==> src/hdl/slic_pkg.sv <==
// Purpose: shared constants of the line-interface input and interrupt block
// Assumes: 20 MHz core clock, frame sync strobe at 8 kHz
// Notes: all debounce timing is counted in frame sync periods
package slic_pkg;
    localparam int NUM_CH = 8;
    localparam int SRC_PER_CH = 4;
    localparam int SRC_HOOK = 0;
    localparam int SRC_GK = 1;
    localparam int SRC_PIN_A = 2;
    localparam int SRC_PIN_B = 3;

    // byte addresses on the register bus
    localparam logic [7:0] OFF_HOOK_STAT = 8'h00;
    localparam logic [7:0] OFF_GK_STAT = 8'h04;
    localparam logic [7:0] OFF_DIR_A = 8'h08;
    localparam logic [7:0] OFF_DIR_B = 8'h0C;
    localparam logic [7:0] OFF_PIN_OUT = 8'h10;
    localparam logic [7:0] OFF_IRQ_EN = 8'h14;
    localparam logic [7:0] OFF_IRQ_PEND = 8'h18;
    localparam logic [2:0] CH_STAT_BASE = 3'h1;
    localparam logic [2:0] CH_CFG_BASE = 3'h2;

    // field positions
    localparam int CFG_HOOK_LSB = 0;
    localparam int CFG_GK_LSB = 8;
    localparam int STAT_PEND_LSB = 4;

    // values after reset
    localparam logic [7:0] RST_DIR = 8'h00;
    localparam logic [7:0] RST_PIN_OUT = 8'h00;
    localparam logic [31:0] RST_IRQ_EN = 32'h0000_0000;
    localparam logic [4:0] RST_HOOK_LIMIT = 5'h00;
    localparam logic [4:0] RST_GK_PERIOD = 5'h00;

    // timing, in microseconds and derived frame counts
    localparam int FRAME_US = 125;
    localparam int HOOK_SAMPLE_US = 250;
    localparam int HOOK_STEP_US = 2000;
    localparam int GK_UNIT_US = 1000;
    localparam int FR_PER_SAMPLE = HOOK_SAMPLE_US / FRAME_US;
    localparam int FR_PER_STEP = HOOK_STEP_US / FRAME_US;
    localparam int FR_PER_MS = GK_UNIT_US / FRAME_US;
    localparam logic [2:0] GK_TOP = 3'h6;
    localparam logic [2:0] GK_BOTTOM = 3'h0;
endpackage : slic_pkg

==> src/hdl/slic_input_irq.sv <==
// Purpose: eight-channel line-interface input debounce and change interrupts
// Assumes: APB slave, one wait state on every access; pins are asynchronous
// Notes: per-channel status read clears that channel's pending bits
//
// The APB interface to the registers and the placing of the registers are this design's own decisions.
`timescale 1ns/100ps
`default_nettype none
module slic_input_irq #(
    parameter int LIM_W = 5
) (
    input wire logic i_core_clk,
    input wire logic i_rst,
    input wire logic i_psel,
    input wire logic i_penable,
    input wire logic i_pwrite,
    input wire logic [7:0] i_paddr,
    input wire logic [31:0] i_pwdata,
    output logic [31:0] o_prdata,
    output logic o_pready,
    output logic o_pslverr,
    input wire logic i_frame_sync_strobe,
    input wire logic [slic_pkg::NUM_CH-1:0] i_hook_input,
    input wire logic [slic_pkg::NUM_CH-1:0] i_ground_key_input,
    input wire logic [slic_pkg::NUM_CH-1:0] i_bidir_pin_a,
    output logic [slic_pkg::NUM_CH-1:0] o_bidir_pin_a,
    output logic [slic_pkg::NUM_CH-1:0] o_bidir_pin_a_oe,
    input wire logic [slic_pkg::NUM_CH-1:0] i_bidir_pin_b,
    output logic [slic_pkg::NUM_CH-1:0] o_bidir_pin_b,
    output logic [slic_pkg::NUM_CH-1:0] o_bidir_pin_b_oe,
    output logic [slic_pkg::NUM_CH-1:0] o_debounced_hook_bit,
    output logic [slic_pkg::NUM_CH-1:0] o_debounced_ground_key_bit,
    output logic o_irq
);
    import slic_pkg::*;

    localparam int NSRC = NUM_CH * SRC_PER_CH;

    // two-stage synchronisers, third stage only for edge detection
    logic fs_s1, fs_s2, fs_s3;
    logic [NUM_CH-1:0] hook_s1, hook_s2;
    logic [NUM_CH-1:0] gk_s1, gk_s2;
    logic [NUM_CH-1:0] pa_s1, pa_s2, pa_s3;
    logic [NUM_CH-1:0] pb_s1, pb_s2, pb_s3;

    always_ff @(posedge i_core_clk or posedge i_rst) begin
        if (i_rst) begin
            {fs_s1, fs_s2, fs_s3} <= 3'h0;
            {hook_s1, hook_s2, gk_s1, gk_s2} <= '0;
            {pa_s1, pa_s2, pa_s3, pb_s1, pb_s2, pb_s3} <= '0;
        end else begin
            {fs_s1, fs_s2, fs_s3} <= {i_frame_sync_strobe, fs_s1, fs_s2};
            {hook_s1, hook_s2} <= {i_hook_input, hook_s1};
            {gk_s1, gk_s2} <= {i_ground_key_input, gk_s1};
            {pa_s1, pa_s2, pa_s3} <= {i_bidir_pin_a, pa_s1, pa_s2};
            {pb_s1, pb_s2, pb_s3} <= {i_bidir_pin_b, pb_s1, pb_s2};
        end
    end

    // frame-derived ticks shared by all channels
    logic fs_edge;
    logic [3:0] fr_cnt;
    logic samp_tick, step_tick, ms_tick;

    assign fs_edge = fs_s2 && !fs_s3;
    assign samp_tick = fs_edge && ((fr_cnt % 4'(FR_PER_SAMPLE)) == 4'(FR_PER_SAMPLE - 1));
    assign step_tick = fs_edge && (fr_cnt == 4'(FR_PER_STEP - 1));
    assign ms_tick = fs_edge && ((fr_cnt % 4'(FR_PER_MS)) == 4'(FR_PER_MS - 1));

    always_ff @(posedge i_core_clk or posedge i_rst) begin
        if (i_rst) begin
            fr_cnt <= 4'h0;
        end else if (fs_edge) begin
            fr_cnt <= fr_cnt + 4'h1; // wraps every 16 frames, one hook step
        end
    end

    // software registers
    logic [7:0] dir_a, dir_b, out_a, out_b;
    logic [NSRC-1:0] irq_en;
    logic [NUM_CH-1:0][LIM_W-1:0] hook_lim;
    logic [NUM_CH-1:0][LIM_W-1:0] gk_per;
    logic wr_en, rd_en;
    logic [2:0] ch_idx;
    logic is_ch_stat, is_ch_cfg;

    assign wr_en = i_psel && i_penable && i_pwrite && !o_pready;
    assign rd_en = i_psel && i_penable && !i_pwrite && !o_pready;
    assign ch_idx = i_paddr[4:2];
    assign is_ch_stat = (i_paddr[7:5] == CH_STAT_BASE) && (i_paddr[1:0] == 2'h0);
    assign is_ch_cfg = (i_paddr[7:5] == CH_CFG_BASE) && (i_paddr[1:0] == 2'h0);

    always_ff @(posedge i_core_clk or posedge i_rst) begin
        if (i_rst) begin
            dir_a <= RST_DIR;
            dir_b <= RST_DIR;
            out_a <= RST_PIN_OUT;
            out_b <= RST_PIN_OUT;
            irq_en <= RST_IRQ_EN;
        end else if (wr_en) begin
            if (i_paddr == OFF_DIR_A) begin
                dir_a <= i_pwdata[7:0];
            end else if (i_paddr == OFF_DIR_B) begin
                dir_b <= i_pwdata[7:0];
            end else if (i_paddr == OFF_PIN_OUT) begin
                out_a <= i_pwdata[7:0];
                out_b <= i_pwdata[15:8];
            end else if (i_paddr == OFF_IRQ_EN) begin
                irq_en <= i_pwdata;
            end
        end
    end

    always_ff @(posedge i_core_clk or posedge i_rst) begin
        if (i_rst) begin
            hook_lim <= {NUM_CH{RST_HOOK_LIMIT}};
            gk_per <= {NUM_CH{RST_GK_PERIOD}};
        end else if (wr_en && is_ch_cfg) begin
            hook_lim[ch_idx] <= i_pwdata[CFG_HOOK_LSB +: LIM_W];
            gk_per[ch_idx] <= i_pwdata[CFG_GK_LSB +: LIM_W];
        end
    end

    // per-channel filters and change events
    logic [NUM_CH-1:0] hook_deb, gk_deb, hook_prev, gk_prev;
    logic [NSRC-1:0] ev;

    genvar g;
    generate
        for (g = 0; g < NUM_CH; g++) begin : g_ch
            slic_hook_filter #(.LIM_W(LIM_W)) u_hook_debounce_filter (
                .i_core_clk(i_core_clk),
                .i_rst(i_rst),
                .i_sample_tick(samp_tick),
                .i_step_tick(step_tick),
                .i_level(hook_s2[g]),
                .i_limit(hook_lim[g]),
                .o_state(hook_deb[g])
            );
            slic_gk_filter #(.PER_W(LIM_W)) u_ground_key_filter (
                .i_core_clk(i_core_clk),
                .i_rst(i_rst),
                .i_ms_tick(ms_tick),
                .i_level(gk_s2[g]),
                .i_period(gk_per[g]),
                .o_state(gk_deb[g])
            );
            assign ev[g*SRC_PER_CH + SRC_HOOK] = hook_deb[g] ^ hook_prev[g];
            assign ev[g*SRC_PER_CH + SRC_GK] = gk_deb[g] ^ gk_prev[g];
            // pins feed straight in, so a bouncing pin interrupts per bounce
            assign ev[g*SRC_PER_CH + SRC_PIN_A] = !dir_a[g] && (pa_s2[g] ^ pa_s3[g]);
            assign ev[g*SRC_PER_CH + SRC_PIN_B] = !dir_b[g] && (pb_s2[g] ^ pb_s3[g]);
        end
    endgenerate

    always_ff @(posedge i_core_clk or posedge i_rst) begin
        if (i_rst) begin
            hook_prev <= '0;
            gk_prev <= '0;
        end else begin
            hook_prev <= hook_deb;
            gk_prev <= gk_deb;
        end
    end

    // pending bits: set beats the read-clear of the same cycle
    logic [NSRC-1:0] pend, clr_mask;

    always_comb begin
        clr_mask = '0;
        if (rd_en && is_ch_stat) begin
            clr_mask[ch_idx*SRC_PER_CH +: SRC_PER_CH] = '1;
        end
    end

    always_ff @(posedge i_core_clk or posedge i_rst) begin
        if (i_rst) begin
            pend <= '0;
        end else begin
            pend <= (pend & ~clr_mask) | (ev & irq_en);
        end
    end

    always_ff @(posedge i_core_clk or posedge i_rst) begin
        if (i_rst) begin
            o_irq <= 1'b0;
        end else begin
            o_irq <= |(pend & irq_en);
        end
    end

    // read data; the status snapshot and its clear share one edge
    logic [31:0] next_rdata;
    logic next_err;

    always_comb begin
        next_rdata = 32'h0000_0000;
        next_err = 1'b0;
        if (i_paddr == OFF_HOOK_STAT) begin
            next_rdata[7:0] = hook_deb;
        end else if (i_paddr == OFF_GK_STAT) begin
            next_rdata[7:0] = gk_deb;
        end else if (i_paddr == OFF_DIR_A) begin
            next_rdata[7:0] = dir_a;
        end else if (i_paddr == OFF_DIR_B) begin
            next_rdata[7:0] = dir_b;
        end else if (i_paddr == OFF_PIN_OUT) begin
            next_rdata[15:0] = {out_b, out_a};
        end else if (i_paddr == OFF_IRQ_EN) begin
            next_rdata = irq_en;
        end else if (i_paddr == OFF_IRQ_PEND) begin
            next_rdata = pend;
        end else if (is_ch_stat) begin
            next_rdata[SRC_HOOK] = hook_deb[ch_idx];
            next_rdata[SRC_GK] = gk_deb[ch_idx];
            next_rdata[SRC_PIN_A] = pa_s2[ch_idx];
            next_rdata[SRC_PIN_B] = pb_s2[ch_idx];
            next_rdata[STAT_PEND_LSB +: SRC_PER_CH] = pend[ch_idx*SRC_PER_CH +: SRC_PER_CH];
        end else if (is_ch_cfg) begin
            next_rdata[CFG_HOOK_LSB +: LIM_W] = hook_lim[ch_idx];
            next_rdata[CFG_GK_LSB +: LIM_W] = gk_per[ch_idx];
        end else begin
            next_err = 1'b1;
        end
    end

    always_ff @(posedge i_core_clk or posedge i_rst) begin
        if (i_rst) begin
            o_pready <= 1'b0;
            o_pslverr <= 1'b0;
            o_prdata <= 32'h0000_0000;
        end else begin
            o_pready <= i_psel && i_penable && !o_pready;
            o_pslverr <= i_psel && i_penable && !o_pready && next_err;
            if (rd_en) begin
                o_prdata <= next_rdata;
            end
        end
    end

    // pins and published debounced levels
    always_ff @(posedge i_core_clk or posedge i_rst) begin
        if (i_rst) begin
            o_bidir_pin_a <= '0;
            o_bidir_pin_b <= '0;
            o_bidir_pin_a_oe <= '0;
            o_bidir_pin_b_oe <= '0;
            o_debounced_hook_bit <= '0;
            o_debounced_ground_key_bit <= '0;
        end else begin
            o_bidir_pin_a <= out_a;
            o_bidir_pin_b <= out_b;
            o_bidir_pin_a_oe <= dir_a;
            o_bidir_pin_b_oe <= dir_b;
            o_debounced_hook_bit <= hook_deb;
            o_debounced_ground_key_bit <= gk_deb;
        end
    end

    a_irq_follows_pend: assert property (@(posedge i_core_clk) disable iff (i_rst)
        o_irq == $past(|(pend & irq_en)))
        else $error("interrupt output does not track enabled pending");
    a_pend_needs_enable: assert property (@(posedge i_core_clk) disable iff (i_rst)
        ((pend & ~$past(pend)) & ~$past(irq_en)) == '0)
        else $error("pending set for a disabled source");
    a_pend_clear_read: assert property (@(posedge i_core_clk) disable iff (i_rst)
        (($past(pend) & ~pend) & ~$past(clr_mask)) == '0)
        else $error("pending cleared without channel status read");
    a_event_latched: assert property (@(posedge i_core_clk) disable iff (i_rst)
        ((ev & irq_en) != '0) |=> ((pend & $past(ev & irq_en)) == $past(ev & irq_en)))
        else $error("enabled event lost");
    a_pin_out_silent: assert property (@(posedge i_core_clk) disable iff (i_rst)
        (ev[SRC_PIN_A] && dir_a[0]) == 1'b0)
        else $error("output pin raised an event");
    a_step_on_sample: assert property (@(posedge i_core_clk) disable iff (i_rst)
        step_tick |-> (samp_tick && ms_tick))
        else $error("step tick off the sample grid");
    a_hook_change_step: assert property (@(posedge i_core_clk) disable iff (i_rst)
        (hook_deb != hook_prev) |-> $past(step_tick))
        else $error("hook level changed off a step tick");
    a_apb_one_wait: assert property (@(posedge i_core_clk) disable iff (i_rst)
        (i_psel && i_penable && !o_pready) |=> (o_pready ##1 !o_pready))
        else $error("bus answer not after one wait state");
    a_err_with_ready: assert property (@(posedge i_core_clk) disable iff (i_rst)
        o_pslverr |-> o_pready)
        else $error("error response without ready");
    a_ready_one_cycle: assert property (@(posedge i_core_clk) disable iff (i_rst)
        o_pready |=> !o_pready)
        else $error("ready held longer than one cycle");
    a_unmapped_err: assert property (@(posedge i_core_clk) disable iff (i_rst)
        (i_psel && i_penable && !o_pready && (i_paddr[1:0] != 2'h0)) |=> o_pslverr)
        else $error("unaligned address not refused");
    a_prdata_hold: assert property (@(posedge i_core_clk) disable iff (i_rst)
        !$past(rd_en) |-> $stable(o_prdata))
        else $error("read data moved without a read");
    a_dir_a_write: assert property (@(posedge i_core_clk) disable iff (i_rst)
        (wr_en && (i_paddr == OFF_DIR_A)) |=> (dir_a == $past(i_pwdata[7:0])))
        else $error("pin A direction write lost");
    // pin drivers and published levels are one register behind their source
    a_oe_a_dir: assert property (@(posedge i_core_clk) disable iff (i_rst)
        o_bidir_pin_a_oe == $past(dir_a))
        else $error("pin A enable does not follow direction");
    a_oe_b_dir: assert property (@(posedge i_core_clk) disable iff (i_rst)
        o_bidir_pin_b_oe == $past(dir_b))
        else $error("pin B enable does not follow direction");
    a_hook_copy: assert property (@(posedge i_core_clk) disable iff (i_rst)
        o_debounced_hook_bit == $past(hook_deb))
        else $error("published hook bits do not follow filter");
    a_gk_copy: assert property (@(posedge i_core_clk) disable iff (i_rst)
        o_debounced_ground_key_bit == $past(gk_deb))
        else $error("published ground-key bits do not follow filter");
    a_pin_b_silent: assert property (@(posedge i_core_clk) disable iff (i_rst)
        (ev[2*SRC_PER_CH + SRC_PIN_B] && dir_b[2]) == 1'b0)
        else $error("driven pin B raised an event");
    // a read with no new event in flight must leave the channel empty
    a_read_clears: assert property (@(posedge i_core_clk) disable iff (i_rst)
        (rd_en && is_ch_stat && ((ev & irq_en) == '0)) |=> ((pend & $past(clr_mask)) == '0))
        else $error("status read left pending bits");
    a_pend_hold: assert property (@(posedge i_core_clk) disable iff (i_rst)
        (clr_mask == '0) |=> ((pend & $past(pend)) == $past(pend)))
        else $error("pending bit dropped without a read");
    a_irq_idle_low: assert property (@(posedge i_core_clk) disable iff (i_rst)
        ((pend & irq_en) == '0) |=> !o_irq)
        else $error("interrupt high with nothing pending");
endmodule // slic_input_irq
`default_nettype wire

==> src/hdl/slic_hook_filter.sv <==
// Purpose: switch-hook debounce filter for one channel
// Assumes: input already synchronised; ticks are one-cycle pulses
// Notes: output only moves on a 2 ms step tick
`timescale 1ns/100ps
`default_nettype none
module slic_hook_filter #(
    parameter int LIM_W = 5
) (
    input wire logic i_core_clk,
    input wire logic i_rst,
    input wire logic i_sample_tick,
    input wire logic i_step_tick,
    input wire logic i_level,
    input wire logic [LIM_W-1:0] i_limit,
    output logic o_state
);
    import slic_pkg::*;

    logic last;
    logic [LIM_W-1:0] cnt;

    always_ff @(posedge i_core_clk or posedge i_rst) begin
        if (i_rst) begin
            last <= 1'b0;
            cnt <= '0;
            o_state <= 1'b0;
        end else if (i_sample_tick && (i_level != last)) begin
            last <= i_level;
            cnt <= '0;
        end else if (i_step_tick && (last != o_state)) begin
            if (cnt >= i_limit) begin
                o_state <= last;
            end else begin
                cnt <= cnt + 1'b1;
            end
        end
    end

    a_hook_step_only: assert property (@(posedge i_core_clk) disable iff (i_rst)
        (o_state != $past(o_state)) |-> $past(i_step_tick))
        else $error("hook state moved off a step tick");
    a_hook_limit_met: assert property (@(posedge i_core_clk) disable iff (i_rst)
        (o_state != $past(o_state)) |-> ($past(cnt) >= $past(i_limit)))
        else $error("hook state moved before count reached");
endmodule // slic_hook_filter
`default_nettype wire

==> src/hdl/slic_gk_filter.sv <==
// Purpose: ground-key up/down debounce filter for one channel
// Assumes: i_ms_tick pulses once per millisecond
// Notes: a period of zero samples on every millisecond tick
`timescale 1ns/100ps
`default_nettype none
module slic_gk_filter #(
    parameter int PER_W = 5
) (
    input wire logic i_core_clk,
    input wire logic i_rst,
    input wire logic i_ms_tick,
    input wire logic i_level,
    input wire logic [PER_W-1:0] i_period,
    output logic o_state
);
    import slic_pkg::*;

    logic [PER_W-1:0] tmr;
    logic [2:0] cnt;
    logic gk_pulse;

    assign gk_pulse = i_ms_tick && (tmr >= i_period);

    always_ff @(posedge i_core_clk or posedge i_rst) begin
        if (i_rst) begin
            tmr <= '0;
        end else if (gk_pulse) begin
            tmr <= '0;
        end else if (i_ms_tick) begin
            tmr <= tmr + 1'b1;
        end
    end

    always_ff @(posedge i_core_clk or posedge i_rst) begin
        if (i_rst) begin
            cnt <= GK_BOTTOM;
        end else if (gk_pulse) begin
            if (i_level && (cnt != GK_TOP)) begin
                cnt <= cnt + 3'h1;
            end else if (!i_level && (cnt != GK_BOTTOM)) begin
                cnt <= cnt - 3'h1;
            end
        end
    end

    // latch holds between the bounds, so a mid-count wobble never shows
    always_ff @(posedge i_core_clk or posedge i_rst) begin
        if (i_rst) begin
            o_state <= 1'b0;
        end else if (cnt == GK_TOP) begin
            o_state <= 1'b1;
        end else if (cnt == GK_BOTTOM) begin
            o_state <= 1'b0;
        end
    end

    a_gk_count_bound: assert property (@(posedge i_core_clk) disable iff (i_rst)
        cnt <= GK_TOP)
        else $error("ground-key count above six");
    a_gk_latch_cause: assert property (@(posedge i_core_clk) disable iff (i_rst)
        (o_state != $past(o_state)) |-> ($past(cnt) == (o_state ? GK_TOP : GK_BOTTOM)))
        else $error("ground-key latch moved between bounds");
endmodule // slic_gk_filter
`default_nettype wire

==> config.mk <==
export PLATFORM = sky130hd
export DESIGN_NAME = slic_input_irq
export DESIGN_NICKNAME = d
export VERILOG_FILES = /design/src/hdl/slic_pkg.sv /design/src/hdl/slic_input_irq.sv /design/src/hdl/slic_hook_filter.sv /design/src/hdl/slic_gk_filter.sv
export SDC_FILE = /design/constraint.sdc
export NUM_CORES = 1
export LEC_CHECK = 0
export BUFFER_PORTS_ARGS = -buffer_cell sky130_fd_sc_hd__clkbuf_2
export CORE_AREA = 2 2 279 281
export DETAILED_ROUTE_END_ITERATION = 10
export DIE_AREA = 0 0 281 283
export SLEW_MARGIN = 20
export SYNTH_ARGS = -nofsm -noshare
export SYNTH_HDL_FRONTEND = slang
export SYNTH_SLANG_ARGS = --single-unit
==> constraint.sdc <==
create_clock -name i_core_clk -period 14.1 [get_ports i_core_clk]
set_clock_uncertainty 0.2 [all_clocks]
set_input_delay 1.41 -clock i_core_clk [delete_from_list [all_inputs] [get_ports i_core_clk]]
set_output_delay 1.41 -clock i_core_clk [all_outputs]
set_load 0.01 [all_outputs]
==> results of run 1 <==
-- power groups by stage --
stage / Clock (uW) / Sequential (uW) / Combinational, uW
2_1_floorplan: 0 / 1580 / 246
3_3_place_gp: 0 / 1610 / 356
3_5_place_dp: 0 / 1620 / 372
4_1_cts: 1390 / 1590 / 374
5_1_grt: 1440 / 1610 / 416
6_report: 1360 / 1590 / 367
-- logic make-up after synthesis --
| group | Yosys count | synth area share [%] |
|---|---|---|
| AO/OA/AOI/OAI | 474 | 13.3 |
| buffers and inverters | 192 | 3.86 |
| XOR/XNOR | 74 | 2.86 |
| flip-flops | 474 | 52.3 |
| AND/OR/NAND/NOR | 470 | 10.7 |
| multiplexers | 162 | 10.5 |
| adder cells (fa/ha/maj) | 113 | 6.50 |
-- sequential cells by signal (all words and copies together) (netlist names), 24 cells and up --
register                         flops
g_ch.u_ground_key_filter.tmr        40
g_ch.u_hook_debounce_filter.cnt     40
gk_per                              40
hook_lim                            40
irq_en                              32
o_prdata                            32
pend                                32
g_ch.u_ground_key_filter.cnt        24
-- area by class of cell --
class | instances | area, um^2 | share of cell area [%]
clock inverter | 16 | 176 | 0.675
multi-input combinational | 1293 | 9950 | 38.1
clock buffer | 77 | 1520 | 5.80
timing repair buffer | 173 | 902 | 3.45
antenna | 1 | 2.50 | 0.00957
sequential | 474 | 11900 | 45.4
inverter | 112 | 424 | 1.62
tap | 1040 | 1300 | 4.98
-- worst paths after layout --
check / endpoint / cells past startpoint / slack (ps)
max: irq_en[24] / 7 / 9120
min: hook_s2[5] / 0 / 120
max reg2reg: pend[13] / 5 / 11000
min reg2reg: hook_s2[5] / 0 / 120
max in group asynchronous: gk_per[5] / 5 / 9900
min in group asynchronous: g_ch[1].u_hook_debounce_filter.cnt[2] / 2 / 730
-- metrics by stage --
step / hold WS (ps) / instances / worst slack [ps]
after floorplan: 131 / 1959 / 6070
after global placement: 134 / 3092 / 8710
after detailed placement: 135 / 3092 / 8580
after CTS: 127 / 3185 / 9230
after global routing: 143 / 3185 / 8940
final: 118 / 3186 / 9120
-- routing by layer --
metal	share of wire, %	global-route usage [%]
met5	0.028	0
met4	2.6	4.68
met3	5.4	3.05
met2	48	27.0
met1	44	21.4
-- cell usage after synthesis (14+ instances only) --
cell type	count
dfrtp_1	474
nand2_1	220
o21ai_0	157
inv_1	112
a21oi_1	108
ha_1	105
mux2_2	76
nand3_1	69
xor2_1	60
a22oi_1	45
mux2_4	40
clkbuf_1	37
mux4_2	34
nand2b_1	28
nor2_1	22
or4_1	22
or3_1	21
buf_2	20
o31ai_1	20
a22o_1	18
a21o_1	16
a32o_1	16
and3_1	16
o211ai_1	16
nor3_1	14
xnor2_1	14
-- worst reg2reg max path: cells and delay by family (launching register included) --
family	cells	cell delay, ps
flops	1	370
simple gates	4	2070
compound gates	1	330
==> results.py, run 1 <==
metrics = {
    "final_layout": {
        "most-common-layout-cells": "474 x dfrtp_1, 220 x nand2_1, 160 x clkbuf_2",
        "nFillCells": 7580,
        "drive_gt1_share_pct": 20.2,
        "area_growth_syn_to_layout_pct": 15.2,
        "final_util_pct": 34.1,
        "final_cell_area_um2": 26100,
        "num-nets-final": 2296,
        "layout_commonest_cell": "dfrtp_1",
    },
    "power": {
        "clkPwrFrac_pct": 40.9,
        "seqPwrFrac_pct": 48.1,
        "intPower_uw": 2390,
        "swShare_pct": 27.8,
        "p_total_uw": 3320,
        "p_leak_uw": 0.0121,
        "comb_power_share_pct": 11.1,
        "ir_drop_uv": 95.7,
        "p_per_area_nw_per_um2": 127,
        "p_sw_uw": 923,
    },
    "clock_tree": {
        "clockRootBuffer": "clkbuf_16",
        "clk_latency_ps": 620,
        "cts_resized": 0,
        "cts_tree": "yes",
        "cts.sinks": 474,
        "cts_max_level": 2,
        "clk_pin_slew_worst_paths_ps": 60,
        "postCtsHoldBufs": 0,
        "ctsLongestPathBuffers": 3,
        "cts_setup_buffers": 0,
        "cts_buffers": 51,
    },
    "detailed_routing": {
        "vias_per_cell": 5.05,
        "num_vias": 16100,
        "first_pass_iters": 5,
        "drc_errors": 0,
        "ant_nets": 0,
        "wire_per_inst_um": 20.2,
        "drt_iter0_drc": 1166,
        "drt_wl_total_mm": 64.5,
    },
    "global_routing": {
        "grt_use_total_pct": 16.2,
        "antenna_found_initial": 3,
        "grt_pass1_wl_mm": 100,
        "grt_pass1_vias": 16400,
        "grt_max_degree": 93,
        "grt_overflow": 0,
    },
    "critical_path": {
        "required_ps": 14390,
        "max_stage_delay_ps": 690,
        "path_cells": "clkbuf_2, inv_1, ha_1, nand2_1, nor2_8, nand3b_4, mux2_4",
        "crit_start": "i_paddr[3]",
        "crit_family": "simple AND/OR/NAND/NOR gates",
        "slowest_stage": "ha_1",
        "r2r_start": "o_pready",
        "worstSetupPathType": "in -> reg",
        "cp-end-kind": "flop",
        "critPathBufInv": 2,
        "startpoint_type": "input port",
        "crit_arrival_ps": 5270,
        "cp_max_fo": 40,
    },
    "timing": {
        "setup_viol": 0,
        "fmax_mhz": 201,
        "finalCritPeriodShare_pct": 35.3,
        "worst_pin_slew_ps": 1060,
        "hold_viol_final": 0,
        "max_slew_margin_pct": 29.2,
        "grt_setup_unrepaired": "no",
        "tns_ps": 0,
        "period_minus_slack_ps": 4980,
        "drv_slew": 0,
    },
    "die": {
        "std_cell_rows": 102,
        "start_util_pct": 29.6,
        "core-area_um2": 76700,
        "fp.dieH_um": 283,
        "die_x_um": 281,
        "die_area_um2": 79500,
        "ios": 161,
    },
    "run": {
        "cap_violations": 0,
    },
    "synth": {
        "netlist_area_um2": 22700,
        "ys_seq_area_share_pct": 52.3,
        "synthFlopType": "dfrtp_1",
        "synthArstFlopShare_pct": 100,
        "synthTopCellsByArea": "dfrtp_1 52%, ha_1 5.8%, mux2_2 3.8%",
        "ys.warnings.count": 0,
        "ys_ff_latch": 474,
        "syn_nets": 2150,
        "postSynthCellCount": 1959,
        "yosysTopAreaCellShare_pct": 52.3,
        "synth.distinct_cells": 72,
        "yosysTopAreaCell": "dfrtp_1",
        "syn_area_per_cell_um2": 11.6,
        "synth_edf_count": 0,
    },
    "placed_design": {
        "hpwl_mm": 47.7,
        "port_buffers": 160,
        "place_area_um2": 24400,
        "place.gp.congestion": 0.881,
    },
    "min_path": {
        "hp-start": "hook_s1[5]",
        "hold_path_class": "reg -> reg",
    },
    "outcome": {
        "status": "completed",
    },
}
No activity file was read; power rests on OpenSTA's default activity.
==> run 2: changes to the inputs <==
--- a/config.mk
+++ b/config.mk
@@ -5,10 +5,11 @@
 export SDC_FILE = /design/constraint.sdc
 export NUM_CORES = 1
 export LEC_CHECK = 0
+export ABC_AREA = 1
 export BUFFER_PORTS_ARGS = -buffer_cell sky130_fd_sc_hd__clkbuf_2
-export CORE_AREA = 2 2 279 281
+export CORE_AREA = 2 2 281 283
 export DETAILED_ROUTE_END_ITERATION = 10
-export DIE_AREA = 0 0 281 283
+export DIE_AREA = 0 0 283 285
 export SLEW_MARGIN = 20
 export SYNTH_ARGS = -nofsm -noshare
 export SYNTH_HDL_FRONTEND = slang
==> constraint.sdc (replaced) <==
create_clock -name i_core_clk -period 4.19 [get_ports i_core_clk]
set_clock_uncertainty 0.2 [all_clocks]
set_input_delay 0.419 -clock i_core_clk [delete_from_list [all_inputs] [get_ports i_core_clk]]
set_output_delay 0.419 -clock i_core_clk [all_outputs]
set_load 0.01 [all_outputs]
==> results.py, run 2 <==
metrics = {
    "detailed_routing": {
        "drt_iter0_drc": 1497,
        "drt_wl_total_mm": 67.1,
        "num_vias": 18500,
        "first_pass_iters": 5,
        "drc_errors": 0,
        "vias_per_cell": 4.70,
        "wire_per_inst_um": 17.0,
        "ant_nets": 0,
    },
    "min_path": {
        "hp-start": "pb_s1[6]",
        "hold_path_class": "reg -> reg",
    },
    "synth": {
        "netlist_area_um2": 23200,
        "synth.distinct_cells": 49,
        "yosys-top-cells-count": "632 x nand2_1, 474 x dfrtp_1, 330 x inv_1",
        "syn_nets": 2827,
        "yosysTopAreaCellShare_pct": 51.2,
        "postSynthCellCount": 2636,
        "syn_area_per_cell_um2": 8.79,
        "synthFlopType": "dfrtp_1",
        "ys_seq_area_share_pct": 51.2,
        "synthArstFlopShare_pct": 100,
        "ys.warnings.count": 0,
        "synthTopCellsByArea": "dfrtp_1 51%, nand2_1 10%, ha_1 5.7%",
        "ys_ff_latch": 474,
        "yosysTopAreaCell": "dfrtp_1",
        "synth_most_common_cell": "nand2_1",
        "synth_edf_count": 0,
    },
    "timing": {
        "finalCritPeriodShare_pct": 74.3,
        "hold_viol_final": 0,
        "fmax_mhz": 321,
        "worst_pin_slew_ps": 1010,
        "grt_setup_unrepaired": "no",
        "setup_viol": 0,
        "tns_ps": 0,
        "drv_slew": 0,
        "max_slew_margin_pct": 32.3,
        "period_minus_slack_ps": 3120,
    },
    "die": {
        "core-area_um2": 78000,
        "die_area_um2": 80700,
        "start_util_pct": 29.7,
        "std_cell_rows": 103,
        "die_x_um": 283,
        "ios": 161,
        "fp.dieH_um": 285,
    },
    "final_layout": {
        "final_cell_area_um2": 27400,
        "final_util_pct": 35.2,
        "most-common-layout-cells": "631 x nand2_1, 474 x dfrtp_1, 329 x inv_1",
        "num-nets-final": 3034,
        "layout_commonest_cell": "nand2_1",
        "drive_gt1_share_pct": 11.6,
        "area_growth_syn_to_layout_pct": 18.5,
    },
    "clock_tree": {
        "cts_tree": "yes",
        "clockRootBuffer": "clkbuf_16",
        "cts_max_level": 2,
        "cts_resized": 0,
        "ctsLongestPathBuffers": 3,
        "clk_pin_slew_worst_paths_ps": 60,
        "cts_setup_buffers": 0,
        "cts.sinks": 474,
        "clk_latency_ps": 630,
        "cts_buffers": 52,
    },
    "critical_path": {
        "startpoint_type": "input port",
        "crit_family": "simple AND/OR/NAND/NOR gates",
        "slowest_stage": "dlygate4sd3_1",
        "crit_top_cell": "nand2_1",
        "rr_worst_depth": 8,
        "cp-end-kind": "flop",
        "crit_path_end": "hook_lim[27]",
        "required_ps": 4500,
        "critPathBufInv": 4,
        "timing.rr.end": "g_ch[3].u_ground_key_filter.cnt[0]",
        "cp_max_fo": 20,
        "max_stage_delay_ps": 560,
        "worstSetupPathType": "in -> reg",
        "r2r_start": "fr_cnt[0]",
        "path_cells": "dlygate4sd3_1, clkbuf_2, nand2_1, dlygate4sd3_1, nor2_2, inv_1, nor2_2, nand2_1, nor2_1, nand2_1, o21ai_0",
        "path_depth": 11,
        "reg2reg_slack_ps": 1500,
        "crit_arrival_ps": 3430,
        "crit_start": "i_penable",
    },
    "power": {
        "swShare_pct": 29.5,
        "clkPwrFrac_pct": 40.1,
        "intPower_uw": 8390,
        "p_leak_uw": 0.0136,
        "p_sw_uw": 3510,
        "p_per_area_nw_per_um2": 433,
        "comb_power_share_pct": 14.1,
        "ir_drop_uv": 320,
        "seqPwrFrac_pct": 45.8,
    },
    "placed_design": {
        "hpwl_mm": 48.9,
        "place_area_um2": 25100,
        "place.gp.congestion": 0.907,
        "port_buffers": 160,
    },
    "global_routing": {
        "grt_overflow": 0,
        "antenna_found_initial": 4,
        "grt_use_total_pct": 16.7,
        "grt_pass1_wl_mm": 106,
        "grt_max_degree": 104,
        "grt_pass1_vias": 17900,
    },
    "run": {
        "cap_violations": 0,
    },
    "outcome": {
        "status": "completed",
    },
}
## run 2: repair_timing
| item | in CTS | in global routing |
|---|---|---|
| endpoints found under the setup margin | 0 | 0 |
| hold endpoints to repair | 88 | 0 |
| hold buffers | 58 | 0 |
## run 2: final cells by class
type	instances	area, um^2
clock buffer	78	1560
inverter	348	1310
fill	7958	50500
timing repair buffer	238	1610
sequential	474	11900
antenna	2	5.00
tap	1050	1310
multi-input combinational	1729	9550
clock inverter	19	238
## run 2: per-stage QoR
step | hold WS [ps] | setup WS, ps | cells | power [uW]
CTS | 137 | 1120 | 3936 | 12000
floorplan | 131 | -2850 | 2636 | 6520
finish | 126 | 1070 | 3938 | 11900
global route | 141 | 780 | 3936 | 12500
global placement | 131 | 907 | 3781 | 7130
detailed placement | 135 | 854 | 3781 | 7170
## run 2: metal layers
layer  vias up  GRT usage, %  routed length, um
met5         -             0                 12
met4         2          5.65               2200
met3       125          3.36               3750
met2       472          26.6              30300
met1      8823          22.5              30900
li1       9077             -                  -
## run 2: kinds of logic after synthesis
| group | synth area share [%] |
|---|---|
| xor gates and xnor gates | 2.57 |
| and+or+nand+nor | 20.5 |
| buffers and inverters | 7.58 |
| muxes | 0.184 |
| AOI/OAI and AO/OA | 11.6 |
| DFF | 51.2 |
| adders and majority gates | 6.36 |
## run 2: how the worst min path moves through the flow
| stage | endpoint | slack (ps) | cells past startpoint |
|---|---|---|---|
| after CTS | pa_s2[2] | 140 | 0 |
| after floorplan | fs_s2 | 130 | 0 |
| after detailed placement | hook_s2[6] | 130 | 0 |
| final | pb_s2[6] | 130 | 0 |
| after global routing | pb_s2[6] | 140 | 0 |
| after global placement | fs_s2 | 130 | 0 |
## run 2: power by group through the flow
| stage | sequential [uW] | combinational, uW | clock (uW) |
|---|---|---|---|
| floorplan | 5390 | 1130 | 0 |
| global placement | 5520 | 1610 | 0 |
| detailed placement | 5520 | 1650 | 0 |
| CTS | 5450 | 1700 | 4880 |
| global route | 5510 | 1930 | 5050 |
| finish | 5450 | 1680 | 4770 |
